File: src/logic/fast_timer_pkg.sv
// Constants, register map and carrier types of the fast timer count/compare block
package fast_timer_pkg;

   // ==========================================================================
   // Clock and timing
   // ==========================================================================
   localparam int unsigned CLK_HZ          = 25_000_000;  // Core clock rate
   localparam int unsigned PLL_SETTLE_US   = 100;         // PLL steady within this time
   // Longest time, so rounded down to whole cycles
   localparam int unsigned PLL_SETTLE_CYC  = (PLL_SETTLE_US * CLK_HZ) / 1_000_000;
   localparam logic [1:0]  SYNC_WR_DELAY   = 2'h2;        // One and a half cycles, rounded up
   localparam logic [1:0]  ASYNC_WR_DELAY  = 2'h1;        // At most one cycle
   localparam int unsigned FLAG_SYNC_STAGES = 2;          // Match-to-flag delay stages

   // ==========================================================================
   // Register offsets on the 8-bit I/O bus
   // ==========================================================================
   localparam logic [5:0] ADDR_HIGH_TEMP  = 6'h25;
   localparam logic [5:0] ADDR_PLL_STATUS = 6'h29;
   localparam logic [5:0] ADDR_CMP_D      = 6'h2a;
   localparam logic [5:0] ADDR_TOP        = 6'h2b;
   localparam logic [5:0] ADDR_CMP_B      = 6'h2c;
   localparam logic [5:0] ADDR_CMP_A      = 6'h2d;
   localparam logic [5:0] ADDR_COUNT_LOW  = 6'h2e;
   localparam logic [5:0] ADDR_IRQ_FLAGS  = 6'h38;
   localparam logic [5:0] ADDR_IRQ_MASK   = 6'h39;

   // ==========================================================================
   // Field positions in flag and mask bytes
   // ==========================================================================
   localparam int unsigned BIT_CMP_D = 7;
   localparam int unsigned BIT_CMP_A = 6;
   localparam int unsigned BIT_CMP_B = 5;
   localparam int unsigned BIT_OVF   = 2;
   localparam int unsigned BIT_LOCK  = 0;

   // Channel index in the four-bit event vectors
   localparam int unsigned CH_B   = 0;
   localparam int unsigned CH_A   = 1;
   localparam int unsigned CH_D   = 2;
   localparam int unsigned CH_OVF = 3;

   // ==========================================================================
   // Reset values and limits
   // ==========================================================================
   localparam logic [9:0] COUNT_RST = 10'h000;
   localparam logic [9:0] CMP_RST   = 10'h000;
   localparam logic [9:0] TOP_RST   = 10'h3ff;
   localparam logic [9:0] TOP_MIN   = 10'h003;
   localparam logic [1:0] TEMP_RST  = 2'h0;
   localparam logic [3:0] MASK_RST  = 4'h0;

   // ==========================================================================
   // Types
   // ==========================================================================
   // Counting direction, one-hot
   typedef enum logic [1:0] {
      DIR_UP   = 2'b01,
      DIR_DOWN = 2'b10
   } dir_t;

   // One I/O bus request from the core
   typedef struct packed {
      logic       wr;
      logic       rd;
      logic [5:0] addr;
      logic [7:0] wdata;
   } io_req_t;

   // Mode selection from the neighbouring control logic
   typedef struct packed {
      logic async_clk;   // Counter runs from the fast peripheral clock
      logic pwm;         // Any PWM mode
      logic dual_slope;  // Phase and frequency correct counting
   } timer_mode_t;

endpackage : fast_timer_pkg

File: src/logic/event_sync_delay.sv
// Fixed-length delay line that carries one-cycle events toward their flags
`timescale 1ns/100ps
`default_nettype none

module event_sync_delay
#(
   parameter int unsigned WIDTH  = 4,
   parameter int unsigned STAGES = 2
)
(
   // Clock and reset
   input  wire logic             clk_i,
   input  wire logic             rstn_i,
   // Events in and out
   input  wire logic [WIDTH-1:0] evt_i,
   output logic      [WIDTH-1:0] evt_o
);

   // ==========================================================================
   // Stage registers
   // ==========================================================================
   logic [WIDTH-1:0] stage_q [STAGES];  // Delay stages, index 0 first

   genvar s;
   generate
      for (s = 0; s < STAGES; s++)
      begin : g_stage
         // Each stage takes the one before it
         always_ff @(posedge clk_i or negedge rstn_i)
         begin
            if (!rstn_i)
               stage_q[s] <= '0;
            else if (s == 0)
               stage_q[s] <= evt_i;
            else
               stage_q[s] <= stage_q[(s == 0) ? 0 : s - 1];
         end
      end
   endgenerate

   assign evt_o = stage_q[STAGES-1];

endmodule // event_sync_delay

`default_nettype wire

File: src/logic/fast_timer_count_compare_regs.sv
// Counter, compare, flag and mask registers of the 10-bit fast timer
//
// Contract
// - Lock flag high only while PLL locked
// - PLL settles within 100 us of start
// - Counter is 10-bit up/down, read and write
// - Counter write delayed 1.5 or 1 cycles
// - Counter counts up after any write
// - Works as 8-bit counter with high zero
// - High temp holds bits 9:8, rest zero
// - One high temp shared by all registers
// - Match only when counting into compare value
// - Match sets flag after synchronization delay
// - Top match clears counter, except in dual-slope where it turns around
// - Top writes below three store three
// - Compares 10-bit, high bits through temp
// - Mask bits 7,6,5,2, reset zero
// - Overflow at top, or bottom in dual-slope
// - Flags cleared by vector or write-one
// - Interrupt needs flag, enable and global enable
`timescale 1ns/100ps
`default_nettype none

module fast_timer_count_compare_regs
(
   // Clock and reset
   input  wire logic                         clk_i,
   input  wire logic                         rstn_i,
   // I/O bus
   input  wire fast_timer_pkg::io_req_t      io_req_i,
   output logic                      [7:0]   io_rdata_o,
   // Timer control
   input  wire fast_timer_pkg::timer_mode_t  mode_i,
   input  wire logic                         count_tick_i,
   input  wire logic                         global_ie_i,
   input  wire logic                 [3:0]   irq_ack_i,
   // PLL status
   input  wire logic                         pll_enable_i,
   input  wire logic                         pll_locked_i,
   output logic                              pll_lock_flag_o,
   output logic                              pll_settled_o,
   // Timer results
   output logic                      [9:0]   count_o,
   output logic                      [3:0]   cmp_match_o,
   output logic                      [3:0]   irq_o
);

   // ==========================================================================
   // Reset release
   // ==========================================================================
   logic rst_meta_q;  // First stage, read only by the second
   logic rstn;        // Released reset used everywhere else

   // Assert at once, release two edges later
   always_ff @(posedge clk_i or negedge rstn_i)
   begin
      if (!rstn_i)
      begin
         rst_meta_q <= 1'b0;
         rstn       <= 1'b0;
      end
      else
      begin
         rst_meta_q <= 1'b1;
         rstn       <= rst_meta_q;
      end
   end

   // ==========================================================================
   // PLL lock synchroniser and settle timer
   // ==========================================================================
   logic        lock_meta_q;    // First stage of the lock pin
   logic        lock_sync_q;    // Usable lock level
   logic [11:0] settle_cnt_q;   // Cycles since PLL enable
   logic        settle_done;    // Settle time has passed

   localparam logic [11:0] SETTLE_LAST = 12'(fast_timer_pkg::PLL_SETTLE_CYC);

   assign settle_done = (settle_cnt_q == SETTLE_LAST);

   // Lock pin comes from the analogue PLL, so it is synchronised first
   always_ff @(posedge clk_i or negedge rstn)
   begin
      if (!rstn)
      begin
         lock_meta_q     <= 1'b0;
         lock_sync_q     <= 1'b0;
         pll_lock_flag_o <= 1'b0;
      end
      else
      begin
         lock_meta_q     <= pll_locked_i;
         lock_sync_q     <= lock_meta_q;
         pll_lock_flag_o <= lock_sync_q;
      end
   end

   // The lock flag may chatter before this; settled marks when it is trustworthy
   always_ff @(posedge clk_i or negedge rstn)
   begin
      if (!rstn)
      begin
         settle_cnt_q  <= '0;
         pll_settled_o <= 1'b0;
      end
      else if (!pll_enable_i)
      begin
         settle_cnt_q  <= '0;
         pll_settled_o <= 1'b0;
      end
      else
      begin
         if (!settle_done)
            settle_cnt_q <= settle_cnt_q + 12'h001;
         pll_settled_o <= settle_done;
      end
   end

   // ==========================================================================
   // Register decode
   // ==========================================================================
   logic       wr_temp, wr_count, wr_cmp_a, wr_cmp_b, wr_cmp_d, wr_top;
   logic       wr_flags, wr_mask;
   logic       rd_count, rd_cmp_a, rd_cmp_b, rd_cmp_d, rd_top;
   logic       wr, rd;     // Bus strobes
   logic [5:0] addr;       // Bus offset
   logic [3:0] clr_bits;   // Written flag and mask fields, by channel
   logic [9:0] wr_full;    // High temp joined with the written low byte
   logic [9:0] top_wval;   // Top value after the floor of three

   assign wr       = io_req_i.wr;
   assign rd       = io_req_i.rd;
   assign addr     = io_req_i.addr;
   assign wr_temp  = wr && addr == fast_timer_pkg::ADDR_HIGH_TEMP;
   assign wr_count = wr && addr == fast_timer_pkg::ADDR_COUNT_LOW;
   assign wr_cmp_a = wr && addr == fast_timer_pkg::ADDR_CMP_A;
   assign wr_cmp_b = wr && addr == fast_timer_pkg::ADDR_CMP_B;
   assign wr_cmp_d = wr && addr == fast_timer_pkg::ADDR_CMP_D;
   assign wr_top   = wr && addr == fast_timer_pkg::ADDR_TOP;
   assign wr_flags = wr && addr == fast_timer_pkg::ADDR_IRQ_FLAGS;
   assign wr_mask  = wr && addr == fast_timer_pkg::ADDR_IRQ_MASK;
   assign rd_count = rd && addr == fast_timer_pkg::ADDR_COUNT_LOW;
   assign rd_cmp_a = rd && addr == fast_timer_pkg::ADDR_CMP_A;
   assign rd_cmp_b = rd && addr == fast_timer_pkg::ADDR_CMP_B;
   assign rd_cmp_d = rd && addr == fast_timer_pkg::ADDR_CMP_D;
   assign rd_top   = rd && addr == fast_timer_pkg::ADDR_TOP;

   logic [1:0] temp_q;     // Shared high-bits temp
   assign wr_full  = {temp_q, io_req_i.wdata};
   // Below three the top would make the counter degenerate
   assign top_wval = (wr_full < fast_timer_pkg::TOP_MIN) ? fast_timer_pkg::TOP_MIN : wr_full;

   // ==========================================================================
   // Compare and top registers
   // ==========================================================================
   logic [9:0] cmp_a_q, cmp_b_q, cmp_d_q, top_q;
   logic [9:0] count_q;    // Live counter
   logic [3:0] mask_q;     // Enables, indexed by channel

   // A low-byte write loads all ten bits at once; 8-bit users keep temp at zero
   always_ff @(posedge clk_i or negedge rstn)
   begin
      if (!rstn)
      begin
         cmp_a_q <= fast_timer_pkg::CMP_RST;
         cmp_b_q <= fast_timer_pkg::CMP_RST;
         cmp_d_q <= fast_timer_pkg::CMP_RST;
         top_q   <= fast_timer_pkg::TOP_RST;
      end
      else
      begin
         if (wr_cmp_a)
            cmp_a_q <= wr_full;
         if (wr_cmp_b)
            cmp_b_q <= wr_full;
         if (wr_cmp_d)
            cmp_d_q <= wr_full;
         if (wr_top)
            top_q   <= top_wval;
      end
   end

   // One temp for all five registers; a low read parks the high bits here
   always_ff @(posedge clk_i or negedge rstn)
   begin
      if (!rstn)
         temp_q <= fast_timer_pkg::TEMP_RST;
      else if (wr_temp)
         temp_q <= io_req_i.wdata[1:0];
      else if (rd_count)
         temp_q <= count_q[9:8];
      else if (rd_cmp_a)
         temp_q <= cmp_a_q[9:8];
      else if (rd_cmp_b)
         temp_q <= cmp_b_q[9:8];
      else if (rd_cmp_d)
         temp_q <= cmp_d_q[9:8];
      else if (rd_top)
         temp_q <= top_q[9:8];
   end

   // Mask holds only this timer's four enables
   always_ff @(posedge clk_i or negedge rstn)
   begin
      if (!rstn)
         mask_q <= fast_timer_pkg::MASK_RST;
      else if (wr_mask)
         mask_q <= clr_bits;
   end

   // ==========================================================================
   // Counter write pipeline
   // ==========================================================================
   logic       pend_q;      // A counter write is in flight
   logic [9:0] pend_val_q;  // Value waiting to land
   logic [1:0] pend_cnt_q;  // Cycles left until it lands
   logic       apply;       // Write lands this cycle

   assign apply = pend_q && (pend_cnt_q == 2'h1);

   // The delay models the core-to-counter synchronisation of each clock mode
   always_ff @(posedge clk_i or negedge rstn)
   begin
      if (!rstn)
      begin
         pend_q     <= 1'b0;
         pend_val_q <= fast_timer_pkg::COUNT_RST;
         pend_cnt_q <= 2'h0;
      end
      else if (wr_count)
      begin
         pend_q     <= 1'b1;
         pend_val_q <= wr_full;
         pend_cnt_q <= mode_i.async_clk ? fast_timer_pkg::ASYNC_WR_DELAY
                                        : fast_timer_pkg::SYNC_WR_DELAY;
      end
      else if (pend_q)
      begin
         pend_q     <= !apply;
         pend_cnt_q <= pend_cnt_q - 2'h1;
      end
   end

   // ==========================================================================
   // Counter next state
   // ==========================================================================
   fast_timer_pkg::dir_t dir_q, dir_d;
   logic [9:0] count_d;
   logic       counted;   // Counter moved by a tick, not by software
   logic       ovf_evt;   // Overflow event this cycle
   logic       top_evt;   // Top match event this cycle
   logic       dual;      // Dual-slope counting in force
   logic       at_top;

   assign dual    = mode_i.pwm && mode_i.dual_slope;
   assign at_top  = (count_q == top_q);
   assign counted = count_tick_i && !apply;

   // Ticks come from the prescaler on this clock as one-cycle enables
   always_comb
   begin
      count_d = count_q;
      dir_d   = dir_q;
      ovf_evt = 1'b0;
      top_evt = 1'b0;
      if (apply)
      begin
         count_d = pend_val_q;
         dir_d   = fast_timer_pkg::DIR_UP;
      end
      else if (count_tick_i && !dual)
      begin
         if (at_top)
         begin
            count_d = '0;
            top_evt = 1'b1;
            ovf_evt = 1'b1;
         end
         else
            count_d = count_q + 10'h001;
      end
      else if (count_tick_i)
      begin
         unique case (dir_q)
            fast_timer_pkg::DIR_UP:
            begin
               if (at_top)
               begin
                  // Top turns the dual-slope counter around
                  count_d = count_q - 10'h001;
                  dir_d   = fast_timer_pkg::DIR_DOWN;
                  top_evt = 1'b1;
               end
               else
                  count_d = count_q + 10'h001;
            end
            fast_timer_pkg::DIR_DOWN:
            begin
               if (count_q == 10'h000)
               begin
                  count_d = 10'h001;
                  dir_d   = fast_timer_pkg::DIR_UP;
               end
               else
               begin
                  count_d = count_q - 10'h001;
                  ovf_evt = (count_q == 10'h001);
               end
            end
         endcase
      end
   end

   // Counter and direction registers
   always_ff @(posedge clk_i or negedge rstn)
   begin
      if (!rstn)
      begin
         count_q <= fast_timer_pkg::COUNT_RST;
         dir_q   <= fast_timer_pkg::DIR_UP;
      end
      else
      begin
         count_q <= count_d;
         dir_q   <= dir_d;
      end
   end

   // ==========================================================================
   // Match events and flags
   // ==========================================================================
   logic [3:0] evt;        // Raw events, indexed by channel
   logic [3:0] set_evt;    // Events after the synchronisation delay
   logic [3:0] flags_q;    // Sticky flags
   logic [3:0] clr_q;      // Write-one clears, one cycle late
   // A software write never makes a match, only a tick into the value does
   assign evt[fast_timer_pkg::CH_A]   = counted && (count_d == cmp_a_q);
   assign evt[fast_timer_pkg::CH_B]   = counted && (count_d == cmp_b_q);
   assign evt[fast_timer_pkg::CH_D]   = counted && (count_d == cmp_d_q);
   assign evt[fast_timer_pkg::CH_OVF] = ovf_evt;

   assign clr_bits[fast_timer_pkg::CH_D]   = io_req_i.wdata[fast_timer_pkg::BIT_CMP_D];
   assign clr_bits[fast_timer_pkg::CH_A]   = io_req_i.wdata[fast_timer_pkg::BIT_CMP_A];
   assign clr_bits[fast_timer_pkg::CH_B]   = io_req_i.wdata[fast_timer_pkg::BIT_CMP_B];
   assign clr_bits[fast_timer_pkg::CH_OVF] = io_req_i.wdata[fast_timer_pkg::BIT_OVF];

   // Delay from match to flag
   event_sync_delay
   #(
      .WIDTH  (4),
      .STAGES (fast_timer_pkg::FLAG_SYNC_STAGES)
   )
   u_flag_delay
   (
      .clk_i  (clk_i),
      .rstn_i (rstn),
      .evt_i  (evt),
      .evt_o  (set_evt)
   );

   // Set beats clear so an event landing on a clear is kept
   always_ff @(posedge clk_i or negedge rstn)
   begin
      if (!rstn)
      begin
         clr_q   <= 4'h0;
         flags_q <= 4'h0;
      end
      else
      begin
         clr_q   <= wr_flags ? clr_bits : 4'h0;
         flags_q <= (flags_q & ~(clr_q | irq_ack_i)) | set_evt;
      end
   end

   // ==========================================================================
   // Outputs
   // ==========================================================================
   logic [7:0] rdata_d;
   logic [7:0] flags_byte, mask_byte, pll_byte;

   assign flags_byte = {flags_q[fast_timer_pkg::CH_D], flags_q[fast_timer_pkg::CH_A],
                        flags_q[fast_timer_pkg::CH_B], 2'b00, flags_q[fast_timer_pkg::CH_OVF], 2'b00};
   assign mask_byte  = {mask_q[fast_timer_pkg::CH_D], mask_q[fast_timer_pkg::CH_A],
                        mask_q[fast_timer_pkg::CH_B], 2'b00, mask_q[fast_timer_pkg::CH_OVF], 2'b00};
   assign pll_byte   = {7'h00, pll_lock_flag_o};

   // Read mux; unmapped addresses read zero
   always_comb
   begin
      unique case (addr)
         fast_timer_pkg::ADDR_HIGH_TEMP:  rdata_d = {6'h00, temp_q};
         fast_timer_pkg::ADDR_PLL_STATUS: rdata_d = pll_byte;
         fast_timer_pkg::ADDR_COUNT_LOW:  rdata_d = count_q[7:0];
         fast_timer_pkg::ADDR_CMP_A:      rdata_d = cmp_a_q[7:0];
         fast_timer_pkg::ADDR_CMP_B:      rdata_d = cmp_b_q[7:0];
         fast_timer_pkg::ADDR_CMP_D:      rdata_d = cmp_d_q[7:0];
         fast_timer_pkg::ADDR_TOP:        rdata_d = top_q[7:0];
         fast_timer_pkg::ADDR_IRQ_FLAGS:  rdata_d = flags_byte;
         fast_timer_pkg::ADDR_IRQ_MASK:   rdata_d = mask_byte;
         default:                         rdata_d = 8'h00;
      endcase
   end

   // All outputs are registered
   always_ff @(posedge clk_i or negedge rstn)
   begin
      if (!rstn)
      begin
         io_rdata_o  <= 8'h00;
         count_o     <= fast_timer_pkg::COUNT_RST;
         cmp_match_o <= 4'h0;
         irq_o       <= 4'h0;
      end
      else
      begin
         io_rdata_o  <= rd ? rdata_d : 8'h00;
         count_o     <= count_q;
         cmp_match_o <= {top_evt, evt[fast_timer_pkg::CH_D:fast_timer_pkg::CH_B]};
         irq_o       <= flags_q & mask_q & {4{global_ie_i}};
      end
   end

endmodule // fast_timer_count_compare_regs

`default_nettype wire

File: config.mk
export PLATFORM = sky130hd
export DESIGN_NAME = fast_timer_count_compare_regs
export DESIGN_NICKNAME = d
export VERILOG_FILES = /design/src/logic/fast_timer_pkg.sv /design/src/logic/event_sync_delay.sv /design/src/logic/fast_timer_count_compare_regs.sv
export SDC_FILE = /design/constraint.sdc
export NUM_CORES = 1
export LEC_CHECK = 0
export ABC_AREA = 1
export BUFFER_PORTS_ARGS = -buffer_cell sky130_fd_sc_hd__buf_2
export CAP_MARGIN = 20
export CORE_MARGIN = 5
export CORE_UTILIZATION = 31
export DETAILED_ROUTE_END_ITERATION = 12
export SLEW_MARGIN = 20
export SYNTH_ARGS = -nofsm -noshare
export SYNTH_HDL_FRONTEND = slang
export SYNTH_SLANG_ARGS = --single-unit
File: constraint.sdc
create_clock -name clk_i -period 5.5 [get_ports clk_i]
set_input_delay 0.275 -clock clk_i [delete_from_list [all_inputs] [get_ports clk_i]]
set_output_delay 0.275 -clock clk_i [all_outputs]
set_load 0.05 [all_outputs]
* After elaboration in Yosys (flattened, before gate mapping) *
Cells that the tools add are included.

storage, ports and cells
  register bits after elaboration = 131
  input port bits = 29
  word-level logic and storage cells = 127

operators by class
  $add $sub $neg = 4
  order comparisons = 1
  equality and inequality tests = 22
  multiplexer cells = 41
  bitwise gates (word level) = 6
  reduce and logical (&&, ||, !) cells = 27

operators by type and width
  operator                                                                        count
  8-bit one-hot mux with 9 select lines                                           1
  10-bit two-way mux                                                              7
  6-bit == test (second input constant)                                           9
  10-bit == test                                                                  4
  2-bit two-way mux                                                               14
  12-bit two-way mux                                                              2
  1-bit logical AND                                                               20
  10-bit one-hot mux with 2 select lines                                          1
  1-bit two-way mux                                                               13
  12-bit by 1-bit adder with 12-bit output (second input constant)                1
  4-bit AND                                                                       3
  12-bit == test (second input constant)                                          1
  10-bit by 1-bit adder with 10-bit output (second input constant)                1
  10-bit by 1-bit == test with 1-bit output (second input constant)               1
  10-bit logical NOT                                                              1
  10-bit by 2-bit less-than comparator with 1-bit output (second input constant)  1
  10-bit by 1-bit subtractor with 10-bit output (second input constant)           1
  8-bit two-way mux                                                               1
  4-bit bitwise OR                                                                2
  3-bit inequality test (second input constant)                                   2
  6-bit nonzero test                                                              1
  2-bit by 1-bit == test with 1-bit output (second input constant)                2
  4-bit two-way mux                                                               1
  2-bit inequality test (second input constant)                                   2
  7 further kinds                                                                 9

* Longest topological paths before layout *
  word-level depth = 8
  gate-level depth with buffers = 19
  mapped depth without buffers = 17

* Hierarchy *
Synthesis repeated with hierarchy kept, for this count alone.

second synthesis, totals
  cells, all modules = 853
  area, all modules = 6835.3 um^2

by module, submodules not included
  module                         times used  cells an instance  area each (um^2)  seq. area each (um^2)
  fast_timer_count_compare_regs  1           841                6605.1            3091.7
  event_sync_delay               1           12                 230.2             200.2

* Worst setup path after synthesis *
OpenSTA, ideal clock, no wires.

  kind = register to register
  start = reg count_q[0]
  end = reg u_flag_delay.stage_q[4] in the netlist's numbering
  data arrival time = 1.756 ns
  slack = 3.673 ns
  stages on the path, launching flop included = 18
  path buffers = 0
  period minus slack after synthesis = 1.827 ns
  cell sequence = dfrtp_1 ha_1 nand2_1 nor2_2 nand3_1 nand2_1 nand2_1 nand3_2 nand2_1 clkinv_1 nand2_1 nand2_2 nand2_4 nand2_1 nand2_1 nor2_1 nand3_1 nor2_1

between the ends
  longest elaborated chain between the ends = 8

ends and longest elaborated chain
  element                                                                      line                                                                        source
  from (decl)                                                                  fast_timer_count_compare_regs.sv:157                                        logic [9:0] count_q;
  from (signal assigned)                                                       fast_timer_count_compare_regs.sv:319                                        count_q <= fast_timer_pkg::COUNT_RST;
  from (signal assigned)                                                       fast_timer_count_compare_regs.sv:324                                        count_q <= count_d;
  10-bit by 1-bit subtractor with 10-bit output, or another cell as far along  fast_timer_count_compare_regs.sv:290, fast_timer_count_compare_regs.sv:306
  10-bit two-way mux, on equally long branches                                 fast_timer_count_compare_regs.sv:299, fast_timer_count_compare_regs.sv:287
  10-bit one-hot mux with 2 select lines                                       fast_timer_count_compare_regs.sv:284                                        unique case (dir_q)
  10-bit two-way mux                                                           fast_timer_count_compare_regs.sv:282                                        else if (count_tick_i)
  10-bit two-way mux (*)                                                       fast_timer_count_compare_regs.sv:271                                        else if (count_tick_i && !dual)
  10-bit two-way mux (*)                                                       fast_timer_count_compare_regs.sv:266                                        if (apply)
  named net count_d[8]                                                         fast_timer_count_compare_regs.sv:248                                        logic [9:0] count_d;
  10-bit == test (*)                                                           fast_timer_count_compare_regs.sv:338                                        assign evt[fast_timer_pkg::CH_B] = counted && (count_d == cmp_b_q);
  1-bit logical AND (*)                                                        fast_timer_count_compare_regs.sv:338
  named net evt[0]                                                             fast_timer_count_compare_regs.sv:332                                        logic [3:0] evt;
  to (signal, indexed assignment)                                              event_sync_delay.sv:34                                                      stage_q[s] <= evt_i;
  to (signal, indexed assignment)                                              event_sync_delay.sv:36                                                      stage_q[s] <= stage_q[(s == 0) ? 0 : s - 1];
  to (decl)                                                                    event_sync_delay.sv:22                                                      logic [WIDTH-1:0] stage_q [STAGES];

Mark *: on every way through the listed nets, which the timed path passes. The rest lies on a longest branch.
A chain may end at the register's enable or synchronous reset.

* Final worst setup path *
  start = reg count_q[5]
  end = reg u_flag_delay.stage_q[4] in the netlist's numbering

between the ends
  longest elaborated chain between the ends = 8

ends and longest elaborated chain
  element                                                                      line
  10-bit by 1-bit subtractor with 10-bit output, or another cell as far along  fast_timer_count_compare_regs.sv:290, fast_timer_count_compare_regs.sv:306
  10-bit two-way mux, on equally long branches                                 fast_timer_count_compare_regs.sv:299, fast_timer_count_compare_regs.sv:287
  10-bit one-hot mux with 2 select lines                                       fast_timer_count_compare_regs.sv:284
  10-bit two-way mux                                                           fast_timer_count_compare_regs.sv:282
  10-bit two-way mux (*)                                                       fast_timer_count_compare_regs.sv:271
  10-bit two-way mux (*)                                                       fast_timer_count_compare_regs.sv:266
  10-bit == test (*)                                                           fast_timer_count_compare_regs.sv:338
  1-bit logical AND (*)                                                        fast_timer_count_compare_regs.sv:338
  named net evt[0]                                                             fast_timer_count_compare_regs.sv:332

Marks and branches as above.

==> run metrics <==
post-route DRC violation count=0; final std cell area, no fill=7820 um^2; reg-to-reg critical path endpoint=u_flag_delay.stage_q[4]$_DFF_PN0_; via count=5944; dominant cell by count in the synthesized netlist=sky130_fd_sc_hd__nand2_1; endpoint kind of the worst setup timing path=flip-flop; number of flip-flops and latches in the synthesized netlist=128; most used flip-flop cell after synthesis=sky130_fd_sc_hd__dfrtp_1; Avg Cell Area, Syn=between 7 and 8 um^2; worst clock skew=between 8 and 9 ps; clock root buffer=sky130_fd_sc_hd__clkbuf_16; transition time at the pin with the least slew margin=920 ps; count of input and output buffers=56; RSZ-0062 raised after global routing=no; Final Hold Fails=0; HPWL after detailed placement=14.8 mm; height of the die=157 um; class of the tightest hold or removal check=in2reg; number of nets with antenna violations after detailed routing=0; start-to-end type of the worst setup path=reg2reg; post-route setup slack=2710 ps; placed instance area=around 7000 um^2; Max Cap Violations=0; async set-or-reset flop fraction in the synthesized netlist=100%; area overhead of the layout relative to synthesis=16.3%; Worst Hold Depth=3; routed length per instance=16.6 um; GRT overflow=0; first drt pass iteration count=6; standard-cell row count=53; Final Max Tran Viols=0; Syn Nets=895; clock tree from TritonCTS=yes; Total Nets Final=around 950; Post-Layout Cell Count=1199; clock-pin transition on the worst setup and hold timing paths=about 60 ps; CTS buffer count=17; die boundary width=157 um; Worst-Skew Late Latency=420 ps; Synth cell types=40; post-layout total power=3.52 mW; startpoint type of the worst setup path=flip-flop; pin count of the biggest net entering global routing=68; Final Setup Violations=0; Tmin final=~2800 ps; global-route wire length before repair=between 30 and 40 mm; number of global-route vias before repair=5687; final clock period utilization by the worst path=50.8%; CTS sink cnt=128; maximum level of the CTS H-tree=4; starting density of the core=roughly a third; biggest area contributors in the synthesized netlist=sky130_fd_sc_hd__dfrtp_1 44%, sky130_fd_sc_hd__nand2_1 11%, sky130_fd_sc_hd__o21ai_0 6.4%; hold slack final=91.0 ps; die area=approximately 25000 um^2; Fill cells=2213; final core utilization=36.9%; setup slack of the most critical reg-to-reg path=~2700 ps; wire length after detailed routing=slightly below 20 mm; number of cells on the worst reg-to-reg path=14; proportion of netlist area held by the largest area contributor=approximately 44%; global-route usage over all layers=16.6%; Critical R2R Launch=count_q[5]$_DFF_PN0_; post-synthesis instance area=6730 um^2; fraction of final layout cells sized beyond drive strength 1=15.3%; final RePlAce weighted congestion=0.982; buffers inserted during post-CTS setup optimization=0; power per unit of standard cell area=450 nW/um^2; Min-Delay Endpoint=pend_cnt_q[0]$_DFFE_PN0P_; number of warning messages in the yosys log=0; via density per instance=just under 5; antenna violations before repair=0; Antenna diodes=0; part of the Yosys area used for sequential elements=47.8%; number of enable flip-flop cells after synthesis=0; number of primary I/O pins=57; result of the run=finished clean; LEAKAGE=3.79 nW; largest area contributor in the netlist=sky130_fd_sc_hd__dfrtp_1; startpoint of the most critical hold path=mode_i[2]; Max Clock Freq=358 MHz; number of instances in the synthesized netlist=between 800 and 900; Max-slew headroom=38.5%; data required time of the critical path=between 5000 and 6000 ps; maximum root-to-sink buffer count=2; number of placed instances with taps included=1165; worst ir drop on vdd=0.220 mV; accumulated negative setup slack=0 ps; Worst Path Arrival=~3200 ps; Max Fanout on Critical Path=21; total core area=21200 um^2; most instantiated cells after synthesis=196 x sky130_fd_sc_hd__nand2_1, 117 x sky130_fd_sc_hd__dfrtp_1, 110 x sky130_fd_sc_hd__inv_1; initial DRC count=~570; pre-CTS setup slack=around 2700 ps
[where the power goes]
part           leakage [nW]  internal [mW]  switching (mW)  total (mW)
clock network         0.292          0.722           0.445        1.17
logic                  1.88          0.329           0.727        1.06
registers              1.62           1.11           0.187        1.30
total                  3.79           2.16            1.36        3.52
[worst max-delay path by stage]
| stage | start | end | cells past startpoint |
|---|---|---|---|
| floorplan | rstn$_DFF_PN0_ | clr_q[0]$_DFF_PN0_ | 0 |
| global placement | count_q[5]$_DFF_PN0_ | u_flag_delay.stage_q[4]$_DFF_PN0_ | 14 |
| detailed placement | count_q[5]$_DFF_PN0_ | u_flag_delay.stage_q[4]$_DFF_PN0_ | 14 |
| CTS | count_q[5]$_DFF_PN0_ | u_flag_delay.stage_q[4]$_DFF_PN0_ | 14 |
| global route | count_q[5]$_DFF_PN0_ | u_flag_delay.stage_q[4]$_DFF_PN0_ | 14 |
| finish | count_q[5]$_DFF_PN0_ | u_flag_delay.stage_q[4]$_DFF_PN0_ | 14 |
[registers in the layout, summed over array words and instances, names as in the netlist, 8 cells and up]
| signal | flops |
|---|---|
| top_q | 10 |
| pend_val_q | 10 |
| io_rdata_o | 8 |
| cmp_d_q | 10 |
| count_o | 10 |
| cmp_a_q | 10 |
| cmp_b_q | 10 |
| count_q | 10 |
| settle_cnt_q | 12 |
[what timing repair did]
action                    4_1_cts  5_1_grt
hold buffers                    2        0
gates resized for setup         0        0
hold endpoints to repair        3        0
[cell type report]
type	instances	area (um^2)	share of cell area [%]
Inverter	118	445	5.69
Multi-Input combinational cell	586	2890	37.0
Clock buffer	18	439	5.61
Sequential cell	128	3220	41.2
Tap cell	275	344	4.40
Timing Repair Buffer	60	315	4.03
Clock inverter	14	164	2.10
[layer usage]
layer  track usage [%]  up-vias  routed length, um
met1              22.7     2797               8750
met2              25.7      212               9160
met3              4.21       36               1440
met5                 0        -                  0
li1                  -     2899                  -
met4              5.78        0                498
[cells by family after synthesis]
logic type	Yosys count	share of synthesized area, %
AO/OA/AOI/OAI	164	13.4
buffers and inverters	145	9.17
flip-flops	128	47.8
other	1	0.0557
adder cells (fa/ha/maj)	7	1.30
XOR/XNOR	17	2.21
AND/OR/NAND/NOR	397	26.1
[cell usage in the layout (no fill, tap or decap), drive strengths merged, types with 2 or more instances in the layout]
cell type    Yosys  final
bufinv           0      3
clkinv           3     10
o21ai           86     86
a21oi           47     47
nand3           73     73
a31oi            2      2
nor2            77     77
or2              5      5
inv            115    116
dfstp           11     11
dfrtp          117    117
clkbuf          14     18
nand2          212    212
clkinvlp         0      3
nor4             7      7
buf             13     58
xor2            11     11
nor3            14     14
dlygate4sd3      0      2
xnor2            6      6
o22ai           15     15
ha               7      7
a221oi           6      6
nand4            8      8
[critical path, stage by stage (launching register included)]
cell                      delay (ps)
sky130_fd_sc_hd__dfrtp_1         620
sky130_fd_sc_hd__nand2_1         110
sky130_fd_sc_hd__nand2_1          90
sky130_fd_sc_hd__nand2_1          70
sky130_fd_sc_hd__nor2_2          160
sky130_fd_sc_hd__nand3_2         410
sky130_fd_sc_hd__nand2_2         330
sky130_fd_sc_hd__nand3_1         100
sky130_fd_sc_hd__nand3_1          90
sky130_fd_sc_hd__nand2_1         190
sky130_fd_sc_hd__nand3_1         130
sky130_fd_sc_hd__nand2_1          60
sky130_fd_sc_hd__nor2_1          160
sky130_fd_sc_hd__nand3_1         100
sky130_fd_sc_hd__nor2_1          100
Power figures use the tool's default switching activity.
